## src/rtl/illegal_cfg_placeholder.sv

```systemverilog
`timescale 1ns/1ps
`default_nettype none
`default_nettype wire

```

## src/rtl/butterfly_pkg.sv

```systemverilog
package butterfly_pkg;

  // default datapath shape
  localparam int unsigned DEF_IN_W = 16;
  localparam int unsigned DEF_STAGES = 3;
  localparam int unsigned DEF_OUT_W = 16;
  localparam int unsigned DEF_OUT_LSB = 4;
  localparam int unsigned MIN_STAGES = 3;

  // register byte addresses
  localparam logic [3:0] REG_CTRL_ADDR = 4'h0;
  localparam logic [3:0] REG_STATUS_ADDR = 4'h4;
  localparam int unsigned CTRL_HOLD_BIT = 0;
  localparam logic [31:0] CTRL_RESET = 32'h0000_0000;

  // axi responses
  localparam logic [1:0] RESP_OKAY = 2'h0;
  localparam logic [1:0] RESP_SLVERR = 2'h2;

  // bus-side state carried as one group
  typedef struct packed {
    logic aw_got;
    logic [3:0] aw_addr;
    logic w_got;
    logic [31:0] w_data;
    logic [3:0] w_strb;
    logic awready;
    logic wready;
    logic bvalid;
    logic [1:0] bresp;
    logic arready;
    logic rvalid;
    logic [31:0] rdata;
    logic [1:0] rresp;
    logic [31:0] ctrl;
    logic [31:0] adv_count;
  } bus_state_s;

endpackage

```

## src/rtl/complex_butterfly_unit.sv

```systemverilog
// The AXI4-Lite interface to the registers and the register offsets were chosen for this implementation.
`timescale 1ns/1ps
`default_nettype none

module complex_butterfly_unit #(
  parameter int unsigned IN_W = butterfly_pkg::DEF_IN_W,
  parameter int unsigned NUM_STAGES = butterfly_pkg::DEF_STAGES,
  parameter bit FULL_RES = 1'b0,
  parameter int unsigned OUT_W = butterfly_pkg::DEF_OUT_W,
  parameter int unsigned OUT_LSB = butterfly_pkg::DEF_OUT_LSB,
  parameter bit fixed_twiddle_option = 1'b0,
  parameter logic signed [IN_W-1:0] W_RE_CONST = '0,
  parameter logic signed [IN_W-1:0] W_IM_CONST = '0,
  parameter bit USE_ENA = 1'b0,
  parameter bit USE_ACLR = 1'b0,
  localparam int unsigned FW = 2 * IN_W + 2,
  localparam int unsigned OW = FULL_RES ? FW : OUT_W
) (
  // clock and reset
  input wire logic aclk,
  input wire logic aresetn,
  // optional controls
  input wire logic ena,
  input wire logic aclr,
  // operands
  input wire logic signed [IN_W-1:0] a_re,
  input wire logic signed [IN_W-1:0] a_im,
  input wire logic signed [IN_W-1:0] b_re,
  input wire logic signed [IN_W-1:0] b_im,
  input wire logic signed [IN_W-1:0] w_re,
  input wire logic signed [IN_W-1:0] w_im,
  // results
  output logic signed [OW-1:0] sum_re,
  output logic signed [OW-1:0] sum_im,
  output logic signed [OW-1:0] dif_re,
  output logic signed [OW-1:0] dif_im,
  // axi4-lite write address
  input wire logic [3:0] s_axi_awaddr,
  input wire logic s_axi_awvalid,
  output logic s_axi_awready,
  // axi4-lite write data
  input wire logic [31:0] s_axi_wdata,
  input wire logic [3:0] s_axi_wstrb,
  input wire logic s_axi_wvalid,
  output logic s_axi_wready,
  // axi4-lite write response
  output logic [1:0] s_axi_bresp,
  output logic s_axi_bvalid,
  input wire logic s_axi_bready,
  // axi4-lite read address
  input wire logic [3:0] s_axi_araddr,
  input wire logic s_axi_arvalid,
  output logic s_axi_arready,
  // axi4-lite read data
  output logic [31:0] s_axi_rdata,
  output logic [1:0] s_axi_rresp,
  output logic s_axi_rvalid,
  input wire logic s_axi_rready
);

  localparam int unsigned PW = 2 * IN_W;
  localparam int unsigned DLY = NUM_STAGES - 2;

  // configuration limits checked at elaboration
  if (IN_W < 1 || NUM_STAGES < butterfly_pkg::MIN_STAGES || OW < 1 ||
      (!FULL_RES && OUT_LSB + OUT_W > FW))
  begin : g_bad_cfg
    // stop elaboration on a shape the datapath cannot carry
    $error("complex_butterfly_unit: illegal configuration");
  end

  typedef struct packed {
    logic signed [IN_W-1:0] xr;
    logic signed [IN_W-1:0] xi;
    logic signed [IN_W-1:0] yr;
    logic signed [IN_W-1:0] yi;
    logic signed [IN_W-1:0] vr;
    logic signed [IN_W-1:0] vi;
  } ops_s;

  typedef struct packed {
    logic signed [IN_W-1:0] xr;
    logic signed [IN_W-1:0] xi;
    logic signed [PW-1:0] yv;
    logic signed [PW-1:0] yyvv;
    logic signed [PW-1:0] yyv;
    logic signed [PW-1:0] yvv;
  } prod_s;

  typedef struct packed {
    logic signed [OW-1:0] sre;
    logic signed [OW-1:0] sim;
    logic signed [OW-1:0] dre;
    logic signed [OW-1:0] dim;
  } res_s;

  typedef struct packed {
    ops_s s1;
    prod_s s2;
    res_s [DLY-1:0] dly;
    butterfly_pkg::bus_state_s bus;
  } state_s;

  state_s st_ff;
  state_s nxt_st;
  logic clr;
  logic advance;

  // sign-extend an operand to full precision
  function automatic logic signed [FW-1:0] ext_in(input logic signed [IN_W-1:0] v);
    ext_in = FW'(v);
  endfunction

  // sign-extend a product to full precision
  function automatic logic signed [FW-1:0] ext_p(input logic signed [PW-1:0] v);
    ext_p = FW'(v);
  endfunction

  // pick the output field of a full-precision value
  function automatic logic signed [OW-1:0] pick(input logic signed [FW-1:0] v);
    if (FULL_RES)
      pick = OW'(v);
    else
      pick = v[OUT_LSB +: OW];
  endfunction

  // clear only acts when the option is on
  assign clr = USE_ACLR ? aclr : 1'b0;

  // pipeline advances on enable unless software holds it
  assign advance = (USE_ENA ? ena : 1'b1) & ~st_ff.bus.ctrl[butterfly_pkg::CTRL_HOLD_BIT];

  // next-state logic for datapath and register bus
  always_comb
  begin
    logic signed [FW-1:0] full_sre;
    logic signed [FW-1:0] full_sim;
    logic signed [FW-1:0] full_dre;
    logic signed [FW-1:0] full_dim;
    logic [31:0] rd;
    logic rd_ok;
    logic wr_ok;
    full_sre = '0;
    full_sim = '0;
    full_dre = '0;
    full_dim = '0;
    rd = '0;
    rd_ok = 1'b0;
    wr_ok = 1'b0;
    nxt_st = st_ff;

    // datapath stages, held when not advancing
    if (advance)
    begin
      nxt_st.s1.xr = a_re;
      nxt_st.s1.xi = a_im;
      nxt_st.s1.yr = b_re;
      nxt_st.s1.yi = b_im;
      nxt_st.s1.vr = fixed_twiddle_option ? W_RE_CONST : w_re;
      nxt_st.s1.vi = fixed_twiddle_option ? W_IM_CONST : w_im;
      nxt_st.s2.xr = st_ff.s1.xr;
      nxt_st.s2.xi = st_ff.s1.xi;
      nxt_st.s2.yv = st_ff.s1.yr * st_ff.s1.vr;
      nxt_st.s2.yyvv = st_ff.s1.yi * st_ff.s1.vi;
      nxt_st.s2.yyv = st_ff.s1.yi * st_ff.s1.vr;
      nxt_st.s2.yvv = st_ff.s1.yr * st_ff.s1.vi;
      full_sre = ext_in(st_ff.s2.xr) + ext_p(st_ff.s2.yv) - ext_p(st_ff.s2.yyvv);
      full_sim = ext_in(st_ff.s2.xi) + ext_p(st_ff.s2.yyv) + ext_p(st_ff.s2.yvv);
      full_dre = ext_in(st_ff.s2.xr) - ext_p(st_ff.s2.yv) + ext_p(st_ff.s2.yyvv);
      full_dim = ext_in(st_ff.s2.xi) - ext_p(st_ff.s2.yyv) - ext_p(st_ff.s2.yvv);
      nxt_st.dly[0].sre = pick(full_sre);
      nxt_st.dly[0].sim = pick(full_sim);
      nxt_st.dly[0].dre = pick(full_dre);
      nxt_st.dly[0].dim = pick(full_dim);
      for (int i = 1; i < DLY; i++)
      begin
        nxt_st.dly[i] = st_ff.dly[i-1];
      end
      nxt_st.bus.adv_count = st_ff.bus.adv_count + 32'h0000_0001;
    end

    // write address and data are taken in either order
    if (s_axi_awvalid && st_ff.bus.awready)
    begin
      nxt_st.bus.aw_got = 1'b1;
      nxt_st.bus.aw_addr = s_axi_awaddr;
    end
    if (s_axi_wvalid && st_ff.bus.wready)
    begin
      nxt_st.bus.w_got = 1'b1;
      nxt_st.bus.w_data = s_axi_wdata;
      nxt_st.bus.w_strb = s_axi_wstrb;
    end

    // write commits once both halves are held
    if (st_ff.bus.aw_got && st_ff.bus.w_got && !st_ff.bus.bvalid)
    begin
      wr_ok = (st_ff.bus.aw_addr == butterfly_pkg::REG_CTRL_ADDR) ||
              (st_ff.bus.aw_addr == butterfly_pkg::REG_STATUS_ADDR);
      if (st_ff.bus.aw_addr == butterfly_pkg::REG_CTRL_ADDR)
      begin
        for (int k = 0; k < 4; k++)
        begin
          if (st_ff.bus.w_strb[k])
            nxt_st.bus.ctrl[k*8 +: 8] = st_ff.bus.w_data[k*8 +: 8];
        end
      end
      nxt_st.bus.bvalid = 1'b1;
      nxt_st.bus.bresp = wr_ok ? butterfly_pkg::RESP_OKAY : butterfly_pkg::RESP_SLVERR;
      nxt_st.bus.aw_got = 1'b0;
      nxt_st.bus.w_got = 1'b0;
    end
    else if (st_ff.bus.bvalid && s_axi_bready)
      nxt_st.bus.bvalid = 1'b0;

    nxt_st.bus.awready = !nxt_st.bus.aw_got && !nxt_st.bus.bvalid;
    nxt_st.bus.wready = !nxt_st.bus.w_got && !nxt_st.bus.bvalid;

    // read returns one cycle after the address is taken
    if (s_axi_arvalid && st_ff.bus.arready)
    begin
      unique case (s_axi_araddr)
        butterfly_pkg::REG_CTRL_ADDR:
        begin
          rd = st_ff.bus.ctrl;
          rd_ok = 1'b1;
        end
        butterfly_pkg::REG_STATUS_ADDR:
        begin
          rd = st_ff.bus.adv_count;
          rd_ok = 1'b1;
        end
        default:
        begin
          rd = '0;
          rd_ok = 1'b0;
        end
      endcase
      nxt_st.bus.rvalid = 1'b1;
      nxt_st.bus.rdata = rd;
      nxt_st.bus.rresp = rd_ok ? butterfly_pkg::RESP_OKAY : butterfly_pkg::RESP_SLVERR;
    end
    else if (st_ff.bus.rvalid && s_axi_rready)
      nxt_st.bus.rvalid = 1'b0;
    nxt_st.bus.arready = !nxt_st.bus.rvalid;

    // synchronous reset
    if (!aresetn)
    begin
      nxt_st = '0;
      nxt_st.bus.ctrl = butterfly_pkg::CTRL_RESET;
      nxt_st.bus.awready = 1'b1;
      nxt_st.bus.wready = 1'b1;
      nxt_st.bus.arready = 1'b1;
    end
  end

  // state register, cleared at once by the asynchronous clear
  always_ff @(posedge aclk or posedge clr)
  begin
    if (clr)
      st_ff <= '0;
    else
      st_ff <= nxt_st;
  end

  // outputs straight from flops
  assign sum_re = st_ff.dly[DLY-1].sre;
  assign sum_im = st_ff.dly[DLY-1].sim;
  assign dif_re = st_ff.dly[DLY-1].dre;
  assign dif_im = st_ff.dly[DLY-1].dim;
  assign s_axi_awready = st_ff.bus.awready;
  assign s_axi_wready = st_ff.bus.wready;
  assign s_axi_bvalid = st_ff.bus.bvalid;
  assign s_axi_bresp = st_ff.bus.bresp;
  assign s_axi_arready = st_ff.bus.arready;
  assign s_axi_rvalid = st_ff.bus.rvalid;
  assign s_axi_rdata = st_ff.bus.rdata;
  assign s_axi_rresp = st_ff.bus.rresp;

endmodule // complex_butterfly_unit

`default_nettype wire

```

## config.mk

```make
export PLATFORM = sky130hd
export DESIGN_NAME = complex_butterfly_unit
export DESIGN_NICKNAME = d
export VERILOG_FILES = /design/src/rtl/illegal_cfg_placeholder.sv /design/src/rtl/butterfly_pkg.sv /design/src/rtl/complex_butterfly_unit.sv
export SDC_FILE = /design/constraint.sdc
export NUM_CORES = 2
export LEC_CHECK = 0
export CAP_MARGIN = 15
export CORE_MARGIN = 2
export CORE_UTILIZATION = 55
export CTS_CLUSTER_SIZE = 14
export DETAILED_ROUTE_END_ITERATION = 10
export DONT_BUFFER_PORTS = 1
export PLACE_DENSITY = 0.7
export SLEW_MARGIN = 20
export SYNTH_ARGS = -nofsm -noshare
export SYNTH_HDL_FRONTEND = slang
export SYNTH_SLANG_ARGS = --single-unit
```

## constraint.sdc

```tcl
create_clock -name aclk -period 11.69 [get_ports aclk]
set_clock_uncertainty 0.05 [all_clocks]
set_input_delay 2.338 -clock aclk [delete_from_list [all_inputs] [get_ports aclk]]
set_output_delay 2.338 -clock aclk [all_outputs]
set_load 0.005 [all_outputs]
```

==> flow_summary.json <==
{
  "clkLatencyLatePin_ns": 0.64,
  "status": "finished clean",
  "drt_iter0_drc": 1857,
  "clk_pin_slew_ns": 0.06,
  "power_density_nw_per_um2": 148,
  "clock_path_buffers": 3,
  "grt_pass1_vias": 33000,
  "pwr-share-clk": 0.244,
  "fin_setup_tns_ns": 0,
  "clock-sinks": 417,
  "rsz0062_at_grt": "false",
  "startpoint": "st_ff[388]$_SDFFE_PN0N_",
  "cp.arrival_ns": 7.12,
  "hold_path_depth": 2,
  "die_h_um": 291,
  "numCtsBuffers": 49,
  "worst_ep_required_time_ns": 12.12,
  "start_kind": "flip-flop",
  "final.setup.worst_slack_ns": 5.01,
  "setup_violations": 0,
  "ys_seq_area_frac": 0.185,
  "fin_area_sq_um": 47100,
  "min_from": "st_ff[116]$_SDFFE_PN0P_",
  "min_period_ns": 6.68,
  "synthCells": 5176,
  "syn_area_sq_um": 45200,
  "avgSynthCellArea_sq_um": 8.74,
  "final_common_cell": "inv_1",
  "pin_count": 254,
  "die-area_sq_um": 84600,
  "ir_drop_uv": 125,
  "synthArstFlopShare": 0,
  "cp_max_fo": 17,
  "gp_congestion": 0.893,
  "detail_route.wl_per_cell_um": 17.9,
  "hold-worst-slack_ns": 0.407,
  "cap_violations": 0,
  "criticalPathCategory": "flip-flop to flip-flop",
  "first_pass_iters": 5,
  "overflow": 0,
  "root_buffer": "clkbuf_16",
  "rows": 105,
  "drcViolationCount": 0,
  "antenna_found_initial": 5,
  "drive_gt1_frac": 0.0318,
  "pre_cts_slack_ns": 5.02,
  "ant_nets": 0,
  "relSlewSlack": 0.272,
  "dp_hpwl_um": 80700,
  "switching_power_w": 0.00289,
  "min_path_type": "flip-flop to flip-flop",
  "sequentialPowerShare": 0.270,
  "leakage_nw": 21.3,
  "portBuffers": 0,
  "synth-edff-count": 0,
  "r2r_start": "st_ff[388]$_SDFFE_PN0N_",
  "ys_warn_count": 0,
  "fmaxAchievable_mhz": 150,
  "ctsHoldBuffers": 0,
  "post_cts_resized": 0,
  "nets": 6039,
  "swShare": 0.413,
  "syn2layout_area_growth_pct": 4.12,
  "grt_max_degree": 395,
  "end_kind": "flip-flop",
  "fin_crit_sh": 0.572,
  "place_area_sq_um": 45300,
  "synth_ff_type": "dfxtp_1",
  "timing.reg2reg.setup_slack_ns": 5.01,
  "die_x_um": 291,
  "vias": 32200,
  "ys_types": 64,
  "drv_slew": 0,
  "ff2ff_path_depth": 20,
  "hold_violations": 0,
  "postCtsSetupBuffers": 0,
  "layout_common_cells": "932 x inv_1, 698 x nand2_1, 617 x fa_1, 451 x and2_1, 410 x dfxtp_1",
  "intPower_w": 0.00410,
  "r2r_end": "st_ff[326]$_SDFFE_PN0N_",
  "vias_per_cell": 5.33,
  "grt_first_pass_wirelength_um": 178000,
  "comb_power_share": 0.486,
  "tightest_slew_ns": 1.06,
  "fp.coreArea_sq_um": 81700,
  "hold_end": "st_ff[39]$_SDFFE_PN0P_",
  "cts.htree.levels": 2,
  "drt_wl_total_um": 108000,
  "cts_tree": "built",
  "ys_ff_latch": 417,
  "grt_usage": 0.261,
  "initial_core_util": 0.554
}
[stage by stage]
step | utilization | instances | total power (W)
CTS | 0.576 | 6035 | 0.00701
global route | 0.576 | 6036 | 0.00756
floorplan | - | 5177 | 0.00442
global placement | 0.554 | 5944 | 0.00518
finish | 0.576 | 6038 | 0.00698
detailed placement | 0.554 | 5944 | 0.00527
[worst max path at each step]
| stage | endpoint | slack [ns] | cells after the start |
|---|---|---|---|
| floorplan | st_ff[326]$_SDFFE_PN0N_ | 5.98 | 21 |
| global placement | st_ff[326]$_SDFFE_PN0N_ | 5.16 | 20 |
| detailed placement | st_ff[228]$_SDFFE_PN0N_ | 5.02 | 20 |
| CTS | st_ff[228]$_SDFFE_PN0N_ | 5.04 | 20 |
| global route | st_ff[261]$_SDFFE_PN0N_ | 4.63 | 21 |
| finish | st_ff[326]$_SDFFE_PN0N_ | 5.01 | 20 |
[synth_stat cells (all sizes together), types with 2 or more instances]
cell type | number | area [sq um]
inv | 932 | 3500
a32o | 2 | 20.0
nor2b | 203 | 1270
a2111oi | 2 | 36.3
o21ai | 125 | 626
a41oi | 4 | 35.0
dfxtp | 417 | 8350
a21o | 26 | 195
nand4 | 8 | 50.1
nand2b | 20 | 125
xor2 | 68 | 596
ha | 348 | 4350
a31oi | 11 | 68.8
and2 | 452 | 2830
nor4 | 3 | 18.8
a21oi | 112 | 561
o21a | 15 | 113
nor3b | 3 | 22.5
o2111ai | 2 | 17.5
nor3 | 57 | 285
a22oi | 5 | 37.5
and4 | 5 | 43.8
o31ai | 16 | 120
or3 | 16 | 100
a211o | 9 | 78.8
nor2 | 74 | 278
nand3b | 2 | 15.0
clkbuf | 242 | 908
a21boi | 86 | 646
buf | 117 | 815
or2 | 10 | 62.6
nand3 | 43 | 215
o211a | 10 | 100
fa | 617 | 12400
o31a | 6 | 52.6
a211oi | 14 | 105
mux2i | 180 | 1800
and3 | 22 | 138
nand2 | 699 | 2620
nand4b | 3 | 26.3
o21bai | 6 | 45.0
xnor2 | 168 | 1470
[final cells by class]
class | count | area [sq um]
fill | 7434 | 34600
multi-input combinational | 3468 | 31700
sequential | 417 | 8360
inverter | 933 | 3500
clock buffer | 65 | 1360
tap | 1070 | 1340
clock inverter | 26 | 448
timing repair buffer | 56 | 420
antenna | 3 | 7.51
[power by group through the flow]
| stage | combinational, W | clock, W | sequential (W) |
|---|---|---|---|
| 6_report | 0.00339 | 0.00170 | 0.00189 |
| 5_1_grt | 0.00386 | 0.00179 | 0.00191 |
| 4_1_cts | 0.00339 | 0.00174 | 0.00189 |
| 3_5_place_dp | 0.00336 | 0 | 0.00192 |
| 3_3_place_gp | 0.00327 | 0 | 0.00191 |
| 2_1_floorplan | 0.00264 | 0 | 0.00178 |
[state kept, by name (all words and copies together) (netlist names), 16 cells and up]
signal	cells
st_ff	314
dif_re	16
sum_re	16
s_axi_rdata	32
sum_im	16
dif_im	16
[logic make-up after synthesis]
group                      after synthesis  share of synthesized area
muxes                                  180                     0.0398
buffers and inverters                 1292                      0.116
adders and majority gates              965                      0.369
xor gates and xnor gates               236                     0.0457
DFF                                    417                      0.185
and+or+nand+nor                       1623                      0.180
other                                    1                  0.0000829
AOI/OAI and AO/OA                      462                     0.0653
[critical path: stages (launching register included)]
cell     delay [ns]
dfxtp_1        0.92
buf_4          0.40
nand2_1        0.12
fa_1           0.51
fa_1           0.58
fa_1           0.45
fa_1           0.54
inv_1          0.05
fa_1           0.47
inv_1          0.05
fa_1           0.48
inv_1          0.05
ha_1           0.36
o21ai_0        0.10
o21ai_1        0.16
nor4_1         0.23
nor3_1         0.11
a211o_1        0.30
o31ai_1        0.26
xnor2_1        0.22
a21oi_1        0.11
[metal layers]
layer  wire length, um  track usage  vias up
met5                61            0        -
met4              2380       0.0578        8
met3              7710       0.0485      132
met2             50300        0.430      896
met1             47800        0.360    16000
li1                  -            -    15100
(Power assumes the default switching activity.)
